===== config.mk =====
export PLATFORM = sky130hd
export DESIGN_NAME = rcir_top
export DESIGN_NICKNAME = d
export VERILOG_FILES = /design/src/rcir_pkg.sv /design/src/rcir_top.sv
export SDC_FILE = /design/constraint.sdc
export NUM_CORES = 1
export LEC_CHECK = 0
export BUFFER_PORTS_ARGS = -buffer_cell sky130_fd_sc_hd__buf_2
export CELL_PAD_IN_SITES_DETAIL_PLACEMENT = 0
export CELL_PAD_IN_SITES_GLOBAL_PLACEMENT = 1
export CORE_ASPECT_RATIO = 0.6
export CORE_MARGIN = 4
export CORE_UTILIZATION = 50
export DETAILED_ROUTE_END_ITERATION = 8
export PLACE_DENSITY_LB_ADDON = 0.1
export SYNTH_ARGS = -nofsm -noshare
export SYNTH_HDL_FRONTEND = slang
export SYNTH_SLANG_ARGS = --single-unit

===== constraint.sdc =====
create_clock -name pclk -period 2.38 [get_ports pclk]
set_input_delay 0.119 -clock pclk [delete_from_list [all_inputs] [get_ports pclk]]
set_output_delay 0.119 -clock pclk [all_outputs]
set_load 0.02 [all_outputs]

===== src/rcir_pkg.sv =====
// package: register map, field positions and states of the reset cause and id block
package rcir_pkg;
  // =========================================
  // register offsets (byte addresses)
  localparam logic [11:0] OFF_ID = 12'h000;
  localparam logic [11:0] OFF_CAUSE = 12'h004;
  localparam logic [11:0] OFF_CTRL1 = 12'h008;
  localparam logic [11:0] OFF_CTRL2 = 12'h00C;
  localparam logic [11:0] OFF_WP = 12'h100;
  localparam logic [11:0] OFF_ISTAT = 12'h104;
  localparam logic [11:0] OFF_IMASK = 12'h108;
  // plain storage registers: perf, brownout, temp, por, ports a-e, alt, and one more at 0x014
  localparam int NUM_GEN = 11;
  localparam logic [11:0] OFF_GEN [NUM_GEN] = '{12'h010, 12'h018, 12'h01C, 12'h024,
    12'h030, 12'h034, 12'h038, 12'h03C, 12'h040, 12'h050, 12'h014};
  localparam logic [31:0] GEN_RST = 32'h0000_0000;
  // =========================================
  // reset cause flag positions
  localparam int B_POR = 0;
  localparam int B_PIN = 1;
  localparam int B_WDT = 2;
  localparam int B_LVR = 3;
  localparam int B_BOD = 4;
  localparam int B_SYS = 5;
  localparam int B_CPU = 7;
  localparam logic [7:0] CAUSE_MASK = 8'hBF;
  localparam logic [7:0] CAUSE_RST = 8'h01;
  // =========================================
  // control register 1 fields
  localparam int C1_CHIP = 0;
  localparam int C1_CPU = 1;
  localparam logic [31:0] CTRL1_MASK = 32'h0000_000F;
  localparam logic [31:0] CTRL1_PROT = 32'h0000_000F;
  localparam logic [31:0] CTRL_RST = 32'h0000_0000;
  localparam logic [1:0] CPU_PULSE_CYC = 2'h2;
  // =========================================
  // write protection unlock keys and states
  localparam logic [7:0] KEY1 = 8'h59;
  localparam logic [7:0] KEY2 = 8'h16;
  localparam logic [7:0] KEY3 = 8'h88;
  typedef enum logic [3:0] {
    WP_LOCKED = 4'b0001,
    WP_KEY1 = 4'b0010,
    WP_KEY2 = 4'b0100,
    WP_OPEN = 4'b1000
  } rcir_wp_t;
endpackage


===== src/rcir_top.sv =====
// module: reset cause flags, part id and system control registers on apb
`timescale 1ns/1ps
// =========================================
// Behaviour
// - a read-only 32-bit part id register sits at offset 0x00.
// - the reset cause register at 0x04 has upper 24 bits zero and a low byte showing past resets.
// - the cause flags survive every reset they report; only power-on clears the store.
// - writing 1 to control 1 bit 1 resets the core only and sets cause bit 7.
// - a core system reset request sets cause bit 5.
// - a brown-out reset sets cause bit 4.
// - a low-voltage reset sets cause bit 3.
// - writing 1 to a cause bit clears it.
// - control registers 1 and 2 sit at 0x08 and 0x0C, read/write, reset to zero.
// - the write protection register sits at 0x100 and resets to zero.
// - a watchdog reset sets cause bit 2, cleared by writing 1.
// - a low level on the reset pin sets cause bit 1, cleared by writing 1.
// - power-on or the chip reset bit 0 of control 1 sets cause bit 0, cleared by writing 1.
module rcir_top import rcir_pkg::*; #(
  parameter logic [31:0] PART_ID = 32'h0000_0A5C, // arbitrary value
  parameter int ADDR_W = 12 // apb address width
) (
  input wire logic pclk, // system clock
  input wire logic presetn, // power-on reset, low
  input wire logic psel, // apb select
  input wire logic penable, // apb enable
  input wire logic pwrite, // apb direction
  input wire logic [ADDR_W-1:0] paddr, // apb byte address
  input wire logic [31:0] pwdata, // apb write data
  output logic [31:0] prdata, // apb read data
  output logic pready, // apb ready
  output logic pslverr, // apb error
  input wire logic watchdog_reset, // async reset from watchdog
  input wire logic low_voltage_reset, // async reset from low-voltage unit
  input wire logic brownout_reset, // async reset from brown-out detector
  input wire logic core_system_reset_request, // async core reset request
  input wire logic pin_reset_n, // raw external reset pin
  output logic core_only_reset, // core and flash ctrl reset
  output logic chip_reset_req, // whole chip reset pulse
  output logic [31:0] periph_ctrl_2, // peripheral reset lines
  output logic protect_open, // protected bits writable
  output logic irq // level interrupt
);
  // =========================================
  // elaboration checks
  // the decode slices paddr[11:0], so narrower buses cannot be served
  if (ADDR_W < 12 || ADDR_W > 32) begin : g_bad_addr
    $error("ADDR_W must be 12 to 32");
  end

  // =========================================
  // source synchronisers
  // order matches cause bits 1..5: pin, watchdog, low-voltage, brownout, core request
  logic [4:0] src_raw;
  logic [4:0] sync1_reg;
  logic [4:0] sync2_reg;
  logic [4:0] seen_reg;
  logic [4:0] src_edge;
  assign src_raw = {core_system_reset_request, brownout_reset, low_voltage_reset, watchdog_reset, ~pin_reset_n};
  for (genvar s = 0; s < 5; s++) begin : g_sync
    // first stage feeds only the second stage
    always_ff @(posedge pclk or negedge presetn) begin
      if (!presetn) begin
        sync1_reg[s] <= 1'b0;
        sync2_reg[s] <= 1'b0;
        seen_reg[s] <= 1'b0;
      end else begin
        sync1_reg[s] <= src_raw[s];
        sync2_reg[s] <= sync1_reg[s];
        seen_reg[s] <= sync2_reg[s];
      end
    end
    assign src_edge[s] = sync2_reg[s] & ~seen_reg[s];
  end

  // =========================================
  // bus decode
  logic [11:0] addr;
  logic wr;
  logic [NUM_GEN-1:0] gen_hit;
  logic [31:0] gen_reg [NUM_GEN];
  logic [31:0] gen_next [NUM_GEN];
  assign addr = paddr[11:0];
  // access phase edge: pready is high only there
  assign wr = psel & penable & pwrite & pready;
  for (genvar g = 0; g < NUM_GEN; g++) begin : g_gen
    assign gen_hit[g] = (addr == OFF_GEN[g]);
    // plain storage, no side effects
    always_comb begin
      gen_next[g] = gen_reg[g];
      if (wr && gen_hit[g]) begin
        gen_next[g] = pwdata;
      end
    end
    always_ff @(posedge pclk or negedge presetn) begin
      if (!presetn) begin
        gen_reg[g] <= GEN_RST;
      end else begin
        gen_reg[g] <= gen_next[g];
      end
    end
  end

  // =========================================
  // state registers
  logic [7:0] flags_reg, flags_next;
  logic [31:0] ctrl1_reg, ctrl1_next;
  logic [31:0] ctrl2_reg, ctrl2_next;
  logic [1:0] cpu_cnt_reg, cpu_cnt_next;
  rcir_wp_t wp_reg, wp_next;
  logic [7:0] istat_reg, istat_next;
  logic [7:0] imask_reg, imask_next;
  logic [31:0] prdata_next;
  logic pready_next, pslverr_next, irq_next;
  logic [7:0] set_vec, clr_vec;
  logic cpu_set, chip_set, hit_any, hi_zero;
  logic [31:0] gen_rd;

  // =========================================
  // next-state logic
  always_comb begin
    hi_zero = (ADDR_W <= 12) || (paddr >> 12) == '0;
    cpu_set = wr && hi_zero && addr == OFF_CTRL1 && wp_reg == WP_OPEN && pwdata[C1_CPU];
    chip_set = wr && hi_zero && addr == OFF_CTRL1 && wp_reg == WP_OPEN && pwdata[C1_CHIP];
    // set wins over clear in the same cycle
    set_vec = {cpu_set, 1'b0, src_edge, chip_set};
    clr_vec = (wr && hi_zero && addr == OFF_CAUSE) ? pwdata[7:0] : 8'h00;
    flags_next = ((flags_reg & ~clr_vec) | set_vec) & CAUSE_MASK;
    // interrupt status mirrors cause events but is cleared on its own
    istat_next = (istat_reg & ~((wr && hi_zero && addr == OFF_ISTAT) ? pwdata[7:0] : 8'h00)) | set_vec;
    imask_next = (wr && hi_zero && addr == OFF_IMASK) ? (pwdata[7:0] & CAUSE_MASK) : imask_reg;
    irq_next = |(istat_reg & imask_reg);
    // control 1: protected bits need the unlock sequence; one-shot bits self-clear
    ctrl1_next = ctrl1_reg;
    cpu_cnt_next = cpu_cnt_reg;
    if (wr && hi_zero && addr == OFF_CTRL1) begin
      ctrl1_next = ((pwdata & ~CTRL1_PROT) | ((wp_reg == WP_OPEN) ? (pwdata & CTRL1_PROT) : (ctrl1_reg & CTRL1_PROT)))
        & CTRL1_MASK;
    end
    if (chip_set == 1'b0 && ctrl1_reg[C1_CHIP]) begin
      ctrl1_next[C1_CHIP] = 1'b0;
    end
    // core reset stands for exactly two cycles
    if (cpu_set) begin
      cpu_cnt_next = CPU_PULSE_CYC;
    end else if (cpu_cnt_reg != 2'h0) begin
      cpu_cnt_next = cpu_cnt_reg - 2'h1;
      if (cpu_cnt_reg == 2'h1) begin
        ctrl1_next[C1_CPU] = 1'b0;
      end
    end
    ctrl2_next = (wr && hi_zero && addr == OFF_CTRL2) ? pwdata : ctrl2_reg;
    // unlock: three keys in a row; any write to the lock register while open locks again
    wp_next = wp_reg;
    if (wr && hi_zero && addr == OFF_WP) begin
      case (wp_reg)
        WP_LOCKED: wp_next = (pwdata[7:0] == KEY1) ? WP_KEY1 : WP_LOCKED;
        WP_KEY1: wp_next = (pwdata[7:0] == KEY2) ? WP_KEY2 : WP_LOCKED;
        WP_KEY2: wp_next = (pwdata[7:0] == KEY3) ? WP_OPEN : WP_LOCKED;
        WP_OPEN: wp_next = WP_LOCKED;
        default: wp_next = WP_LOCKED;
      endcase
    end
  end

  // =========================================
  // read mux, answered in the setup cycle so pready is high in the access cycle
  always_comb begin
    gen_rd = 32'h0000_0000;
    for (int i = 0; i < NUM_GEN; i++) begin
      if (gen_hit[i]) begin
        gen_rd = gen_reg[i];
      end
    end
    hit_any = hi_zero && paddr[1:0] == 2'h0 && ((|gen_hit) || addr == OFF_ID || addr == OFF_CAUSE
      || addr == OFF_CTRL1 || addr == OFF_CTRL2 || addr == OFF_WP || addr == OFF_ISTAT || addr == OFF_IMASK);
    prdata_next = 32'h0000_0000;
    if (psel && !penable && !pwrite && hit_any) begin
      case (addr)
        OFF_ID: prdata_next = PART_ID;
        OFF_CAUSE: prdata_next = {24'h000000, flags_reg};
        OFF_CTRL1: prdata_next = ctrl1_reg;
        OFF_CTRL2: prdata_next = ctrl2_reg;
        OFF_WP: prdata_next = {31'h0000_0000, wp_reg == WP_OPEN};
        OFF_ISTAT: prdata_next = {24'h000000, istat_reg};
        OFF_IMASK: prdata_next = {24'h000000, imask_reg};
        default: prdata_next = gen_rd;
      endcase
    end
    pready_next = psel & ~penable;
    pslverr_next = psel & ~penable & ~hit_any;
  end

  // =========================================
  // registers; power-on reset is the only reset that clears the cause store
  always_ff @(posedge pclk or negedge presetn) begin
    if (!presetn) begin
      flags_reg <= CAUSE_RST;
      ctrl1_reg <= CTRL_RST;
      ctrl2_reg <= CTRL_RST;
      cpu_cnt_reg <= 2'h0;
      wp_reg <= WP_LOCKED;
      istat_reg <= 8'h00;
      imask_reg <= 8'h00;
      prdata <= 32'h0000_0000;
      pready <= 1'b0;
      pslverr <= 1'b0;
      irq <= 1'b0;
    end else begin
      flags_reg <= flags_next;
      ctrl1_reg <= ctrl1_next;
      ctrl2_reg <= ctrl2_next;
      cpu_cnt_reg <= cpu_cnt_next;
      wp_reg <= wp_next;
      istat_reg <= istat_next;
      imask_reg <= imask_next;
      prdata <= prdata_next;
      pready <= pready_next;
      pslverr <= pslverr_next;
      irq <= irq_next;
    end
  end

  // outputs straight from flops
  assign core_only_reset = ctrl1_reg[C1_CPU];
  assign chip_reset_req = ctrl1_reg[C1_CHIP];
  assign periph_ctrl_2 = ctrl2_reg;
  assign protect_open = (wp_reg == WP_OPEN);
endmodule // rcir_top


# == Word level (Yosys, flattened, before mapping) ==
# Cells that the tools add are included.
# Widths: inputs -> output; s select.
# op_classes
addsub,1
eq_ne,25
mux,27
n_bitwise,27
reduce_logical,41
# op_table
op,n
$mux 32,12
$pmux 32 s7,1
$eq 12x6->1 const B,5
$eq 12x5->1 const B,4
$eq 12x9->1 const B,3
$logic_and 1x1->1,25
$and 8x8->8,3
$eq 12x4->1 const B,2
$eq 12x7->1 const B,2
$mux 8,2
$not 8->8,2
$or 8x8->8,2
$eq 12x3->1 const B,1
$logic_not 12->1,1
$pmux 4 s3,1
$reduce_or 11->1,1
$and 1x1->1,10
$not 1->1,9
$eq 8x5->1 const B,1
$eq 8x7->1 const B,1
$eq 8x8->1 const B,1
$mux 2,4
$mux 4,2
$reduce_or 8->1,1
other kinds (13),25
# totals
regBits,466
output_inout_bits,70
elab_cells,160

# == Logic depth before layout (Yosys ltp) ==
# depth
depth_word,14
ltp_mapped,10

# == Least setup slack after synthesis ==
# OpenSTA, ideal clock, no wires.
# synth_timing
kind,in2reg
start,in paddr[0]
end,reg gen_reg[89] (netlist name)
t_arrival_ns,2.099
t_required_ns,2.252
path_slack_ns,0.153
path_stages,7
n_path_buf,2
cell_sequence,buf_2 > or4_4 > or4b_4 > nor2_4 > nand3_2 > buf_2 > mux2_1
# synth_between
elab_chain_cells,2
# synth_lines
item,line,rtl
start: declaration,rcir_top.sv:27,"input wire logic [ADDR_W-1:0] paddr,"
$eq 12x7->1,rcir_top.sv:86,assign gen_hit[g] = (addr == OFF_GEN[g]);
$logic_and 1x1->1,rcir_top.sv:90,if (wr && gen_hit[g]) begin
end signal: indexed assignment,rcir_top.sv:98,gen_reg[g] <= gen_next[g];
end: declaration,rcir_top.sv:80,logic [31:0] gen_reg [NUM_GEN];
# No other way between the ends.
# A chain may end at the register's enable or synchronous reset.

# == Worst setup path after layout ==
# layout_timing
start,in paddr[9]
end,reg prdata[6]
# layout_between
elab_chain_cells,14
# layout_lines
item,line,rtl
$eq 12x5->1,rcir_top.sv:86,
$mux 32 (11 in a row),rcir_top.sv:170,if (gen_hit[i]) begin
$pmux 32 s7,rcir_top.sv:178,case (addr)
$mux 32 (*),rcir_top.sv:177,if (psel && !penable && !pwrite && hit_any) begin
via prdata_next[6],rcir_top.sv:112,logic [31:0] prdata_next;
end signal: assignment,rcir_top.sv:216,prdata <= prdata_next;
end: declaration,rcir_top.sv:29,"output logic [31:0] prdata,"
# Mark *: on every way through the listed nets, which the timed path passes. The rest lies on a longest branch.

==> impl_results.md <==
* Worst Clk Skew at 23.3 ps
* Tot Pwr at 16.5 mW
* Status: finished, final reports clean
* P&R area growth vs syn at 20.0%
* Number of flip-flops under the largest register name at around 350
* Clock latency on the worst-skew pair at 570 ps
* FMAX at 446 MHz
* Cells resized by post-CTS repair at 0
* Clock-pin slew of the registers on the worst-case setup and hold paths at ~60 ps
* Worst flop-to-flop path endpoint: prdata[6]$_DFF_PN0_
* Non-Filler Cell Area, Final at 25800 um^2
* Post-Synth Simple-Gate Area at 0.0681
* Arrival time of the worst setup path at around 2700 ps
* Max FO, Critical Path at 17
* Syn nets at 1854
* Routed via count at ~16000
* Critical hold path startpoint: pwdata[26]
* Top routing layer used: met4
* Via count of the first global-routing pass at between 15000 and 20000
* Ys async rst share at 1.00
* Share of cells above drive strength 1 at 0.402
* Setup TNS after final layout at 0 ps
* Starting utilization of the core area at 0.510
* Post-layout nets at between 2000 and 2500
* Final critical-path share of the clock period at 0.943
* Worst-margin pin slew at 930 ps
* Pre-Repair DR Iteration Count at 7
* Mean instance size in the synthesized netlist at about 12 um^2
* Req. time, crit path at approximately 2800 ps
* Global routing usage summed across all routing layers at 0.313
* Synthesized instance count at approximately 1800
* Post-DR vias/cell at between 6 and 7
* Final ANT Viol Nets at 0
* Mux contribution to synthesized area at 0.229
* Final number of setup-violating endpoints at 0
* Class of the most critical hold timing path: in2reg
* Minimum clock period at around 2200 ps
* Type of element capturing the critical path: register
* Core occupancy in the finished layout at 0.612
* Startpoint kind of the worst setup timing path: input port
* Placed instance count at between 2000 and 3000
* Mapped Area at 21500 um^2
* Final Routed Wirelength at between 70000 and 80000 um
* Launch point of the worst reg-to-reg path: gen_reg[262]$_DFFE_PN0P_
* Number of antenna violations at the first check in global routing at 6
* Endpoint, Worst Hold: gen_reg[90]$_DFFE_PN0P_
* Core region area at around 42000 um^2
* TritonCTS buffer count at between 40 and 50
* Number of standard-cell rows in the floorplan at 58
* Area of the die at between 40000 and 50000 um^2
* Final Max Tran Viols at 0
* Path depth of the worst reg2reg path at 7
* Met2 WL post-DR at roughly 29000 um
* Max-capacitance violation count at 0
* Clock tree from TritonCTS: built
* Proportion of synthesized chip area in sequential cells at 0.543
* Area share of xor/xnor cells in the synthesized design at 0.000408
* Routed length per placed instance at 27.4 um
* Max-Slew Margin vs Limit at 0.380
* Buffers from clock root to sink, at most at 3
* Amount of wire on met3 after detailed routing at 7740 um
* Ports placed on the boundary at around 120
* Count of cells along the worst hold path at 2
* Clock net sink count at between 400 and 500
* Drt initial violations at about 1500
* Placed cell areas at 24100 um^2
* Die Y at ~170 um
* DRC violations left at 0
* Reg2reg setup slack at ~230 ps
* Setup CP Type: in2reg
* Dominant synthesized flop cell: dfrtp_1
* Number of endpoints with negative hold slack in the final report at 0
* Dominant combinational cell family by area after synthesis: multiplexers
* Max H-tree Level at 2
* Unrepaired setup endpoints after global routing: no
* Buffer cell driving the clock tree root: clkbuf_16
* Congestion Overflow GR at 0
* Total of flip-flops plus latches after synthesis at about 470
* Die Wd at around 280 um
* Area fraction in compound gates after synthesis at 0.124
* Wire length of the first global-routing pass at between 100000 and 150000 um
* Adder-cell share of the synthesized area at 0.00116
* Power density normalized to cell area at around 640 nW/um^2
* Final non-filler cell total at between 2000 and 3000
* Final GP Congestion at about 0.9
* Ys Warns at 0
* Count of flip-flops with a built-in enable after synthesis at 0
* Largest net degree at the start of global routing at 75
* Sum of routed wire segments on met1 at around 35000 um
* Peak ir drop on the vdd network at between 400 and 500 uV
* DP Wirelength at roughly 50000 um
* Port Buffers at around 120
* Post-synthesis cell type count at 80
* Static Leakage at between 10 and 15 nW
-- worst max-delay path: stages --
cell and delay, ps:
buf_2 110, or4_2 730, buf_12 180, buf_12 150
nor3_2 220, buf_4 220, a22o_1 330, a211oi_1 210
a311oi_1 380
-- cell usage after synthesis, drive strengths merged (5+ instances only) --
master / instances / area share
a211oi: 14 / 0.0049
a21o: 29 / 0.010
a21oi: 75 / 0.017
a221oi: 9 / 0.0037
a22oi: 40 / 0.014
a311oi: 16 / 0.0065
a31oi: 6 / 0.0024
buf: 50 / 0.011
clkbuf: 105 / 0.018
dfrtp: 464 / 0.54
inv: 33 / 0.0058
mux2: 399 / 0.21
mux2i: 42 / 0.020
nand2: 128 / 0.022
nand2b: 8 / 0.0023
nand3: 13 / 0.0033
nor2: 53 / 0.010
nor2b: 9 / 0.0026
nor3: 24 / 0.0063
nor4: 7 / 0.0029
nor4b: 5 / 0.0030
o21ai: 134 / 0.031
o22ai: 24 / 0.0070
o32ai: 18 / 0.0073
or3: 5 / 0.0015
or4: 5 / 0.0019
-- stage by stage --
stage | hold slack (ps) | worst slack [ps]
5_1_grt | 28.8 | 36.3
3_5_place_dp | 176 | -341
3_3_place_gp | 178 | -374
6_report | 29.7 | 135
2_1_floorplan | -177 | 153
4_1_cts | 13.2 | 229
-- kinds of logic after synthesis --
group,Yosys count
AOI/OAI and AO/OA,412
muxes,441
adders and majority gates,2
buffers and inverters,188
DFF,466
and+or+nand+nor,288
xor gates and xnor gates,1
-- metal layers --
| layer | GRT usage | vias to the layer above |
|---|---|---|
| met5 | 0 | - |
| met4 | 0.0574 | 0 |
| met3 | 0.103 | 82 |
| met2 | 0.414 | 652 |
| met1 | 0.499 | 8394 |
| li1 | - | 7022 |
-- cells in the final DEF (no fill, tap or decap), drive strengths merged, types with 35 or more instances in the layout --
cell and n:
dfrtp 464, mux2 399, buf 320, o21ai 134, nand2 128, a21oi 75, clkbuf 66, nor2 53
mux2i 42, a22oi 40, inv 35
-- where the power goes --
group	switching [mW]	leakage (nW)	internal [mW]
Sequential	0.00611	6.42	7.94
Combinational	0.644	5.44	0.255
Clock	3.18	0.777	4.45
-- repair_timing --
item	in CTS	in global routing
endpoints found under the setup margin	0	0
hold buffers	10	0
setup buffers	0	0
endpoints found under the hold margin	71	0
-- layout make-up --
type / instances / area, um^2
Antenna cell: 5 / 12.5
Clock buffer: 66 / 1380
Clock inverter: 15 / 185
Fill cell: 3410 / 16400
Inverter: 33 / 124
Multi-Input combinational cell: 1144 / 9110
Sequential cell: 466 / 11700
Tap cell: 570 / 713
Timing Repair Buffer: 330 / 2610
-- how the worst max path moves through the flow --
stage                         from                      end  depth (start not counted)
after floorplan           paddr[0]  gen_reg[89]$_DFFE_PN0P_                          7
after global placement    paddr[9]      prdata[6]$_DFF_PN0_                          9
after detailed placement  paddr[9]      prdata[6]$_DFF_PN0_                          9
after CTS                 paddr[9]      prdata[6]$_DFF_PN0_                          9
after global routing      paddr[1]     prdata[31]$_DFF_PN0_                          9
final                     paddr[9]      prdata[6]$_DFF_PN0_                          9
Power figures use the tool's default switching activity.
